### config.mk
export PLATFORM = sky130hd
export DESIGN_NAME = spwm_top
export DESIGN_NICKNAME = d
export VERILOG_FILES = /design/src/verilog/spwm_pkg.sv /design/src/verilog/spwm_tb_if.sv /design/src/verilog/spwm_timebase.sv /design/src/verilog/spwm_postscale.sv /design/src/verilog/spwm_top.sv
export SDC_FILE = /design/constraint.sdc
export NUM_CORES = 1
export LEC_CHECK = 0
export BUFFER_PORTS_ARGS = -buffer_cell sky130_fd_sc_hd__buf_4
export CORE_ASPECT_RATIO = 0.6
export CORE_MARGIN = 2
export CORE_UTILIZATION = 52
export CTS_CLUSTER_DIAMETER = 150
export DETAILED_ROUTE_END_ITERATION = 16
export PLACE_DENSITY_LB_ADDON = 0.1
export SYNTH_ARGS = -nofsm -noshare
export SYNTH_HDL_FRONTEND = slang
export SYNTH_HIERARCHICAL = 1
export SYNTH_SLANG_ARGS = --single-unit
export TNS_END_PERCENT = 10
### constraint.sdc
create_clock -name pclk -period 2.6 [get_ports pclk]
set_input_delay 0.65 -clock pclk [delete_from_list [all_inputs] [get_ports pclk]]
set_output_delay 0.65 -clock pclk [all_outputs]
set_load 0.1 [all_outputs]
### src/verilog/spwm_pkg.sv
// Shared constants, types and decode functions of the PWM channel.
// Assumes one 125 MHz clock that stands in for the oscillator.
package spwm_pkg;
  // Clock and instruction-cycle figures
  localparam int CLK_NS   = 8;
  localparam int Q_PHASES = 4;

  // Register byte addresses
  localparam logic [7:0] OFS_COUNT = 8'h00;
  localparam logic [7:0] OFS_LIMIT = 8'h04;
  localparam logic [7:0] OFS_TCTL  = 8'h08;
  localparam logic [7:0] OFS_DBUF  = 8'h0c;
  localparam logic [7:0] OFS_DACT  = 8'h10;
  localparam logic [7:0] OFS_CHCTL = 8'h14;
  localparam logic [7:0] OFS_EVFLG = 8'h18;
  localparam logic [7:0] OFS_EVEN  = 8'h1c;
  localparam logic [7:0] OFS_EVPRI = 8'h20;
  localparam logic [7:0] OFS_DIR   = 8'h24;

  // Field positions
  localparam int TCTL_PRE_LSB  = 0;
  localparam int TCTL_RUN      = 2;
  localparam int TCTL_POST_LSB = 3;
  localparam int CH_MODE_LSB   = 0;
  localparam int CH_DLO_LSB    = 4;
  localparam int EV_POST       = 0;

  // Reset values
  localparam logic [7:0] RST_LIMIT = 8'hff;
  localparam logic [7:0] RST_ZERO  = 8'h00;
  localparam logic       RST_DIR   = 1'b1;

  // Prescale selections and channel modes
  localparam logic [1:0] PRE_1    = 2'h0;
  localparam logic [1:0] PRE_4    = 2'h1;
  localparam logic [3:0] MODE_OFF = 4'h0;
  localparam logic [1:0] MODE_PWM = 2'h3;

  typedef enum logic [1:0] {
    SPWM_OFF    = 2'h0,
    SPWM_ARMED  = 2'h1,
    SPWM_ACTIVE = 2'h3
  } spwm_state_t;

  // Last oscillator count of one timer increment: 4, 16 or 64 cycles
  function automatic logic [5:0] spwm_pre_term(input logic [1:0] sel);
    if (sel == PRE_1) return 6'h03;
    else if (sel == PRE_4) return 6'h0f;
    else return 6'h3f;
  endfunction

  // Two time-base extension bits: Q phase or top prescaler bits
  function automatic logic [1:0] spwm_ext(input logic [5:0] sub,
                                          input logic [1:0] sel);
    if (sel == PRE_1) return sub[1:0];
    else if (sel == PRE_4) return sub[3:2];
    else return sub[5:4];
  endfunction
endpackage

### src/verilog/spwm_tb_if.sv
// Link between the channel logic and its period timer.
// Assumes both ends run on pclk.
`timescale 1ns/10ps
interface spwm_tb_if;
  logic       run;
  logic [1:0] pre_sel;
  logic [7:0] limit;
  logic       load;
  logic [7:0] load_val;
  logic [7:0] count;
  logic [1:0] ext;
  logic       wrap;
  logic       step;
  modport ctl (output run, pre_sel, limit, load, load_val,
               input  count, ext, wrap, step);
  modport tb  (input  run, pre_sel, limit, load, load_val,
               output count, ext, wrap, step);
endinterface

### src/verilog/spwm_timebase.sv
// Period timer: prescaler, 8-bit count and 2-bit extension.
// Assumes the control side holds run, prescale and limit steady.
`timescale 1ns/10ps
module spwm_timebase
  import spwm_pkg::*;
(
  input  wire logic pclk,
  input  wire logic presetn,
  spwm_tb_if.tb     tb
);
  logic [5:0] sub_r;
  logic [7:0] cnt_r;
  logic [5:0] term;
  logic [5:0] lo_mask;
  logic       inc;

  // One increment per 4 x prescale oscillator cycles
  assign term = spwm_pre_term(tb.pre_sel);
  assign inc  = tb.run && (sub_r >= term);

  // Sub-count; a late prescale change just ends the current step
  always_ff @(posedge pclk or negedge presetn) begin
    if (!presetn) begin
      sub_r <= 6'h00;
    end else if (inc) begin
      sub_r <= 6'h00;
    end else if (tb.run) begin
      sub_r <= sub_r + 6'h01;
    end
  end

  // Count clears on the increment after it equals the limit
  always_ff @(posedge pclk or negedge presetn) begin
    if (!presetn) begin
      cnt_r <= RST_ZERO;
    end else if (tb.load) begin
      cnt_r <= tb.load_val;
    end else if (inc) begin
      cnt_r <= (cnt_r == tb.limit) ? RST_ZERO : cnt_r + 8'h01;
    end
  end

  // Time base is count with two low extension bits
  assign tb.count = cnt_r;
  assign tb.ext   = spwm_ext(sub_r, tb.pre_sel);
  assign tb.wrap  = inc && (cnt_r == tb.limit);

  // Time base steps at the next edge when the sub-count bits below the
  // extension bits are all ones
  assign lo_mask = term >> 2;
  assign tb.step = tb.run && ((sub_r & lo_mask) == lo_mask);
endmodule

### src/verilog/spwm_postscale.sv
// Period-match postscaler for a slower update event.
// Assumes tick is a one-cycle pulse on pclk.
`timescale 1ns/10ps
module spwm_postscale #(
  parameter int W = 4
) (
  input  wire logic         pclk,
  input  wire logic         presetn,
  input  wire logic         tick,
  input  wire logic [W-1:0] ratio,
  output logic              event_p
);
  logic [W-1:0] cnt_r;

  // Event every ratio+1 matches; it never touches the PWM period
  always_ff @(posedge pclk or negedge presetn) begin
    if (!presetn) begin
      cnt_r   <= '0;
      event_p <= 1'b0;
    end else begin
      event_p <= tick && (cnt_r >= ratio);
      if (tick) begin
        cnt_r <= (cnt_r >= ratio) ? '0 : cnt_r + W'(1);
      end
    end
  end
endmodule

### src/verilog/spwm_top.sv
// Standard PWM channel with its period timer and an APB register file.
// Assumes an APB master on pclk; pwm_out/pwm_oe go to a pad.
//
// Decided for this implementation: the register offsets and the APB slave port.
`timescale 1ns/10ps
module spwm_top
  import spwm_pkg::*;
(
  input  wire logic        pclk,
  input  wire logic        presetn,
  input  wire logic        psel,
  input  wire logic        penable,
  input  wire logic        pwrite,
  input  wire logic [7:0]  paddr,
  input  wire logic [31:0] pwdata,
  output logic      [31:0] prdata,
  output logic             pready,
  output logic             pslverr,
  output logic             pwm_out,
  output logic             pwm_oe,
  output logic             update_tick
);
  spwm_tb_if tbi ();

  logic [7:0]  limit_r;
  logic [7:0]  tctl_r;
  logic [7:0]  dbuf_r;
  logic [7:0]  dact_r;
  logic [1:0]  dlo_r;
  logic [7:0]  chctl_r;
  logic [7:0]  ev_en_r;
  logic [7:0]  ev_pri_r;
  logic        ev_flag_r;
  logic        dir_r;
  spwm_state_t st_r;
  spwm_state_t st_nxt;
  logic        post_ev;
  logic        acc;
  logic        wr_go;
  logic [31:0] rd_mux;
  logic        pwm_mode;
  logic        pwm_wrap;
  logic [9:0]  duty_buf;
  logic [9:0]  duty_act;
  logic [9:0]  tbase;
  logic [9:0]  tbase_inc;
  logic        duty_hit;

  // Address decode of the mapped places, used by the error answer only
  function automatic logic spwm_mapped(input logic [7:0] a);
    if (a == OFS_COUNT || a == OFS_LIMIT || a == OFS_TCTL) return 1'b1;
    else if (a == OFS_DBUF || a == OFS_DACT) return 1'b1;
    else if (a == OFS_CHCTL || a == OFS_EVFLG) return 1'b1;
    else if (a == OFS_EVEN || a == OFS_EVPRI) return 1'b1;
    else if (a == OFS_DIR) return 1'b1;
    else return 1'b0;
  endfunction

  // Write strobe for one register at the completing edge
  function automatic logic spwm_wr(input logic go, input logic [7:0] a,
                                   input logic [7:0] ofs);
    return go && (a == ofs);
  endfunction

  // APB phases: one wait state, write lands when pready is seen
  assign acc   = psel && penable && !pready;
  assign wr_go = psel && penable && pready && pwrite;

  // Duty words and the 10-bit time base
  assign duty_buf = {dbuf_r, chctl_r[CH_DLO_LSB+1:CH_DLO_LSB]};
  assign duty_act = {dact_r, dlo_r};
  assign tbase    = {tbi.count, tbi.ext};
  assign pwm_mode = (chctl_r[CH_MODE_LSB+3:CH_MODE_LSB+2] == MODE_PWM);
  assign pwm_wrap = tbi.wrap && pwm_mode;

  // Look one edge ahead: a match on the present time base would keep
  // the registered pin high one pclk too long
  assign tbase_inc = tbase + 10'h001;
  assign duty_hit  = tbi.step && (tbase_inc == duty_act);

  // Timer drive; software count writes reload the counter
  assign tbi.run      = tctl_r[TCTL_RUN];
  assign tbi.pre_sel  = tctl_r[TCTL_PRE_LSB+1:TCTL_PRE_LSB];
  assign tbi.limit    = limit_r;
  assign tbi.load     = spwm_wr(wr_go, paddr, OFS_COUNT);
  assign tbi.load_val = pwdata[7:0];

  spwm_timebase u_timebase (
    .pclk    (pclk),
    .presetn (presetn),
    .tb      (tbi)
  );

  // Postscaler hangs off period matches only
  spwm_postscale #(
    .W (4)
  ) u_postscale (
    .pclk    (pclk),
    .presetn (presetn),
    .tick    (tbi.wrap),
    .ratio   (tctl_r[TCTL_POST_LSB+3:TCTL_POST_LSB]),
    .event_p (post_ev)
  );

  // Read mux; reserved bits read as zero
  always_comb begin
    rd_mux = 32'h0000_0000;
    if (paddr == OFS_COUNT) begin
      rd_mux[7:0] = tbi.count;
    end else if (paddr == OFS_LIMIT) begin
      rd_mux[7:0] = limit_r;
    end else if (paddr == OFS_TCTL) begin
      rd_mux[6:0] = tctl_r[6:0];
    end else if (paddr == OFS_DBUF) begin
      rd_mux[7:0] = dbuf_r;
    end else if (paddr == OFS_DACT) begin
      rd_mux[7:0] = dact_r;
    end else if (paddr == OFS_CHCTL) begin
      rd_mux[5:0] = chctl_r[5:0];
    end else if (paddr == OFS_EVFLG) begin
      rd_mux[EV_POST] = ev_flag_r;
      rd_mux[3:2]     = st_r;
    end else if (paddr == OFS_EVEN) begin
      rd_mux[7:0] = ev_en_r;
    end else if (paddr == OFS_EVPRI) begin
      rd_mux[7:0] = ev_pri_r;
    end else if (paddr == OFS_DIR) begin
      rd_mux[0] = dir_r;
    end
  end

  // Answer registers: ready pulses once per access
  always_ff @(posedge pclk or negedge presetn) begin
    if (!presetn) begin
      pready  <= 1'b0;
      pslverr <= 1'b0;
      prdata  <= 32'h0000_0000;
    end else begin
      pready <= acc;
      if (acc) begin
        pslverr <= !spwm_mapped(paddr);
        prdata  <= pwrite ? 32'h0000_0000 : rd_mux;
      end
    end
  end

  // Period and timer control, free to change at any time
  always_ff @(posedge pclk or negedge presetn) begin
    if (!presetn) begin
      limit_r <= RST_LIMIT;
      tctl_r  <= RST_ZERO;
    end else begin
      if (spwm_wr(wr_go, paddr, OFS_LIMIT)) begin
        limit_r <= pwdata[7:0];
      end
      if (spwm_wr(wr_go, paddr, OFS_TCTL)) begin
        tctl_r <= {1'b0, pwdata[6:0]};
      end
    end
  end

  // Buffered duty: software may write it whenever it likes
  always_ff @(posedge pclk or negedge presetn) begin
    if (!presetn) begin
      dbuf_r  <= RST_ZERO;
      chctl_r <= RST_ZERO;
    end else begin
      if (spwm_wr(wr_go, paddr, OFS_DBUF)) begin
        dbuf_r <= pwdata[7:0];
      end
      if (spwm_wr(wr_go, paddr, OFS_CHCTL)) begin
        chctl_r <= {2'b00, pwdata[5:0]};
      end
    end
  end

  // Active duty and hidden latch load at a period match in PWM mode; outside PWM mode software
  // may write the active byte instead, which ignores software while PWM runs
  always_ff @(posedge pclk or negedge presetn) begin
    if (!presetn) begin
      dact_r <= RST_ZERO;
      dlo_r  <= 2'b00;
    end else if (pwm_wrap) begin
      dact_r <= dbuf_r;
      dlo_r  <= chctl_r[CH_DLO_LSB+1:CH_DLO_LSB];
    end else if (!pwm_mode && spwm_wr(wr_go, paddr, OFS_DACT)) begin
      dact_r <= pwdata[7:0];
    end
  end

  // Event bookkeeping; a new event beats a same-cycle clear
  always_ff @(posedge pclk or negedge presetn) begin
    if (!presetn) begin
      ev_flag_r <= 1'b0;
      ev_en_r   <= RST_ZERO;
      ev_pri_r  <= RST_ZERO;
      dir_r     <= RST_DIR;
    end else begin
      ev_flag_r <= post_ev || (ev_flag_r &&
                   !(spwm_wr(wr_go, paddr, OFS_EVFLG) && pwdata[EV_POST]));
      if (spwm_wr(wr_go, paddr, OFS_EVEN)) begin
        ev_en_r <= pwdata[7:0];
      end
      if (spwm_wr(wr_go, paddr, OFS_EVPRI)) begin
        ev_pri_r <= pwdata[7:0];
      end
      if (spwm_wr(wr_go, paddr, OFS_DIR)) begin
        dir_r <= pwdata[0];
      end
    end
  end

  // Channel state: armed until the first period match in PWM mode
  always_comb begin
    st_nxt = st_r;
    case (st_r)
      SPWM_OFF: begin
        if (pwm_mode) st_nxt = SPWM_ARMED;
      end
      SPWM_ARMED: begin
        if (!pwm_mode) st_nxt = SPWM_OFF;
        else if (tbi.wrap) st_nxt = SPWM_ACTIVE;
      end
      SPWM_ACTIVE: begin
        if (!pwm_mode) st_nxt = SPWM_OFF;
      end
      default: st_nxt = SPWM_OFF;
    endcase
  end

  always_ff @(posedge pclk or negedge presetn) begin
    if (!presetn) begin
      st_r <= SPWM_OFF;
    end else begin
      st_r <= st_nxt;
    end
  end

  // Output latch. Set at the period match (zero duty stays low), clear
  // at the edge where the time base reaches the duty; a duty past the
  // period never matches, so the pin stays high. Off mode holds it low.
  always_ff @(posedge pclk or negedge presetn) begin
    if (!presetn) begin
      pwm_out <= 1'b0;
    end else if (!pwm_mode) begin
      pwm_out <= 1'b0;
    end else if (tbi.wrap) begin
      pwm_out <= (duty_buf != 10'h000);
    end else if (st_r == SPWM_ACTIVE && duty_hit) begin
      pwm_out <= 1'b0;
    end
  end

  // Pad enable is the inverted direction bit; update event is a pulse
  always_ff @(posedge pclk or negedge presetn) begin
    if (!presetn) begin
      pwm_oe      <= 1'b0;
      update_tick <= 1'b0;
    end else begin
      pwm_oe      <= !dir_r;
      update_tick <= post_ev;
    end
  end
endmodule

==> out/qor.yml <==
clock_network:
  cts_setup_buffers: 0
  cts_tree: "built"
  clk_latency_ps: 350
  cts.reportedPaths.clkPinSlew_ps: 60
  clockRootBuffer: "clkbuf_16"
  cts_sinks: 91
  clockBufferDepth: 2
  cts_inserted_buffers: 9
  htree_levels: 3
detailed_routing:
  dr.pass1.iters: 6
  routed_wl_um: 16600
  drc: 0
  vias: 4691
  drt-wirelength-per-cell_um: 21.5
  drtIter0Drc: 450
  ant_nets: 0
  viasPerCell: 6.06
place:
  dp.cells: 758
  port_buffers: 33
  gp_congestion: 0.948
  post-dp-hpwl_um: 12400
floorplan:
  fp.dieH_um: 85.1
  fp.dieW_um: 139
  fp.dieArea_mm2: 0.0118
  row_count: 29
  io_pins: 82
  core_mm2: 0.0106
  initial_core_util_pct: 53.5
synthesis:
  yosys-top-cells-area: "dfrtp_1, mux2_2, dfstp_2, buf_4, mux2i_1"
  seq_area_frac_synth_pct: 40.2
  synth_edf_count: 0
  synth_cells: 574
  syn_area_per_cell_um2: 9.92
  ys_warn_count: 6
  ys_types: 83
  yosys.area.top_type_share_pct: 36.0
  async_flop_share_pct: 100
  ys_ff_latch: 91
  synth_area_mm2: 0.00569
  yosysTopAreaCell: "dfrtp_1"
  ys.flop_type: "dfrtp_1"
critical_path:
  crit_top_cell: "buf_4"
  end_kind: "flop"
  cp_top_family: "buffers and inverters"
  crit_path_top_delay_cell: "dfrtp_2"
  worst_setup_path_start_kind: "flop"
  max_stage_delay_ps: 420
  cp_data_required_time_ps: 2830
  arrival_ps: 2650
  worstSetupPathType: "flop to flop"
  path_cells: "inv_1 -> ha_1 -> o21a_1 -> o21ai_0 -> buf_4 -> nor2_4 -> and3_2 -> nand3_1 -> buf_4 -> mux2_2"
  critPathBufInv: 3
  cp_max_fo: 10
run:
  drv_cap: 0
power_and_ir_drop:
  power_mw: 3.29
  power.density_mw_per_mm2: 507
  irDropWorstVdd_uv: 350
  power.leakage_nw: 3.06
global_route:
  grt_pass1_wl_um: 26400
  grt_pass1_vias: 4538
  grt-ovfl-total: 0
  grt.total_usage_pct: 29.5
  antenna_found_initial: 0
  grt_max_degree: 60
timing:
  max_clock_freq_ghz: 0.414
  setup_viol: 0
  worstMarginPinSlew_ps: 579
  max_slew_margin_pct: 61.4
  timing.final.max_slew_violations: 0
  post-route-min-period_ps: 2420
  rsz0062_at_grt: "false"
  holdWs_ps: 251
  finClkSkew_ps: 5.50
  setup-tns-final_ps: 0
  post-route-period-util_pct: 92.9
  hold_viol: 0
run_status:
  status: "finished, final reports clean"
final_layout:
  fin_nets: 685
  drive_above_1_share_pct: 26.8
  syn_to_final_growth_pct: 13.9
  n_antenna_cell: 0
  final_cells: 774
hold_path:
  hp-class: "input port to asynchronous set/reset pin"
==> through the flow <==
step / util, % / setup WS (ps) / area, um^2
CTS: 60.9 / 82.1 / 6480
floorplan: - / 77.2 / 5780
detailed placement: 58.1 / 95.7 / 6170
global placement: 58.1 / 166 / 6170
global route: 61.0 / 7.88 / 6480
finish: 61.0 / 184 / 6480
==> layout by cell type, fill, tap and decap left out, drive strengths merged, types with 10 or more instances in the layout <==
cell / instances
o21ai: 37
clkbuf: 11
inv: 22
nor2: 43
xor2: 15
a21oi: 31
mux2i: 17
nand3: 15
o22ai: 12
mux2: 47
nand2: 44
ha: 10
buf: 72
conb: 24
dfrtp: 82
nor3: 13
==> flip-flops by register name, summed over array words and instances, names as in the netlist <==
register and count:
dlo_r 2, tctl_r 7, update_tick 1, dir_r 1, chctl_r 6, pwm_out 1, u_postscale/event_p 1, pready 1
u_timebase/tb.count 8, dact_r 8, st_r 2, pwm_oe 1, pslverr 1, limit_r 8, prdata 8, ev_en_r 8
dbuf_r 8, ev_flag_r 1, u_postscale/cnt_r 4, u_timebase/sub_r 6, ev_pri_r 8
==> synthesized netlist by cell type, types with 8 or more instances <==
library cell / number
dfrtp_1: 82
nand2_1: 43
nor2_1: 41
nand3_1: 15
clkbuf_1: 9
inv_1: 21
nor3_1: 12
mux2_2: 39
a21oi_1: 30
o2bb2ai_1: 9
mux2i_1: 17
o21ai_0: 32
dfstp_2: 9
o22ai_1: 12
buf_4: 26
mux2_4: 8
xor2_1: 15
ha_1: 10
==> report_power, final <==
group / total (mW) / internal (mW) / switching, mW
combinational: 0.500 / 0.102 / 0.398
sequential: 1.45 / 1.43 / 0.0149
clock: 1.34 / 0.777 / 0.565
total: 3.29 / 2.31 / 0.978
==> logic make-up after synthesis <==
kind of cell / Yosys count / share of synthesized area [%]
AO/OA/AOI/OAI: 139 / 16.8
XOR/XNOR: 20 / 3.08
adder cells (fa/ha/maj): 10 / 2.20
buffers and inverters: 71 / 7.21
flip-flops: 91 / 40.2
multiplexers: 64 / 12.8
other: 1 / 0.0659
AND/OR/NAND/NOR: 178 / 17.6
==> timing repair <==
action                     in CTS  in global routing
setup endpoints to repair       0                 11
hold buffers                    0                  0
resized for setup               0                  3
==> routing by layer <==
layer  vias up  GRT usage [%]  part of all wire [%]
li1       2173              -                     -
met1      2304           45.9                    50
met2       196           40.3                    40
met3        18           8.35                   9.1
met4         0           6.70                   1.2
met5         -              0                     0
==> path summary, 6_finish.rpt <==
kind	slack, ps	cells after the start	from	to
max	180	10	tctl_r[1]$_DFFE_PN0P_	dlo_r[0]$_DFFE_PN0P_
min	250	1	presetn	u_timebase/sub_r[2]$_DFFE_PN0P_
max reg2reg	180	10	tctl_r[1]$_DFFE_PN0P_	dlo_r[0]$_DFFE_PN0P_
min reg2reg	420	0	u_postscale/event_p$_DFF_PN0_	update_tick$_DFF_PN0_
max in group asynchronous	1630	2	presetn	dir_r$_DFFE_PN1P_
min in group pclk	420	0	u_postscale/event_p$_DFF_PN0_	update_tick$_DFF_PN0_
==> final cells by class <==
type                    instances  area, um^2
well taps                     139         174
flip-flops and latches         91        2290
inverters                      21        78.8
repair buffers                 72         553
fillers                       909        4150
multi-input cells             435        3080
clock inverters                 5        61.3
clock buffers                  11         243
No activity file was read; power rests on OpenSTA's default activity.
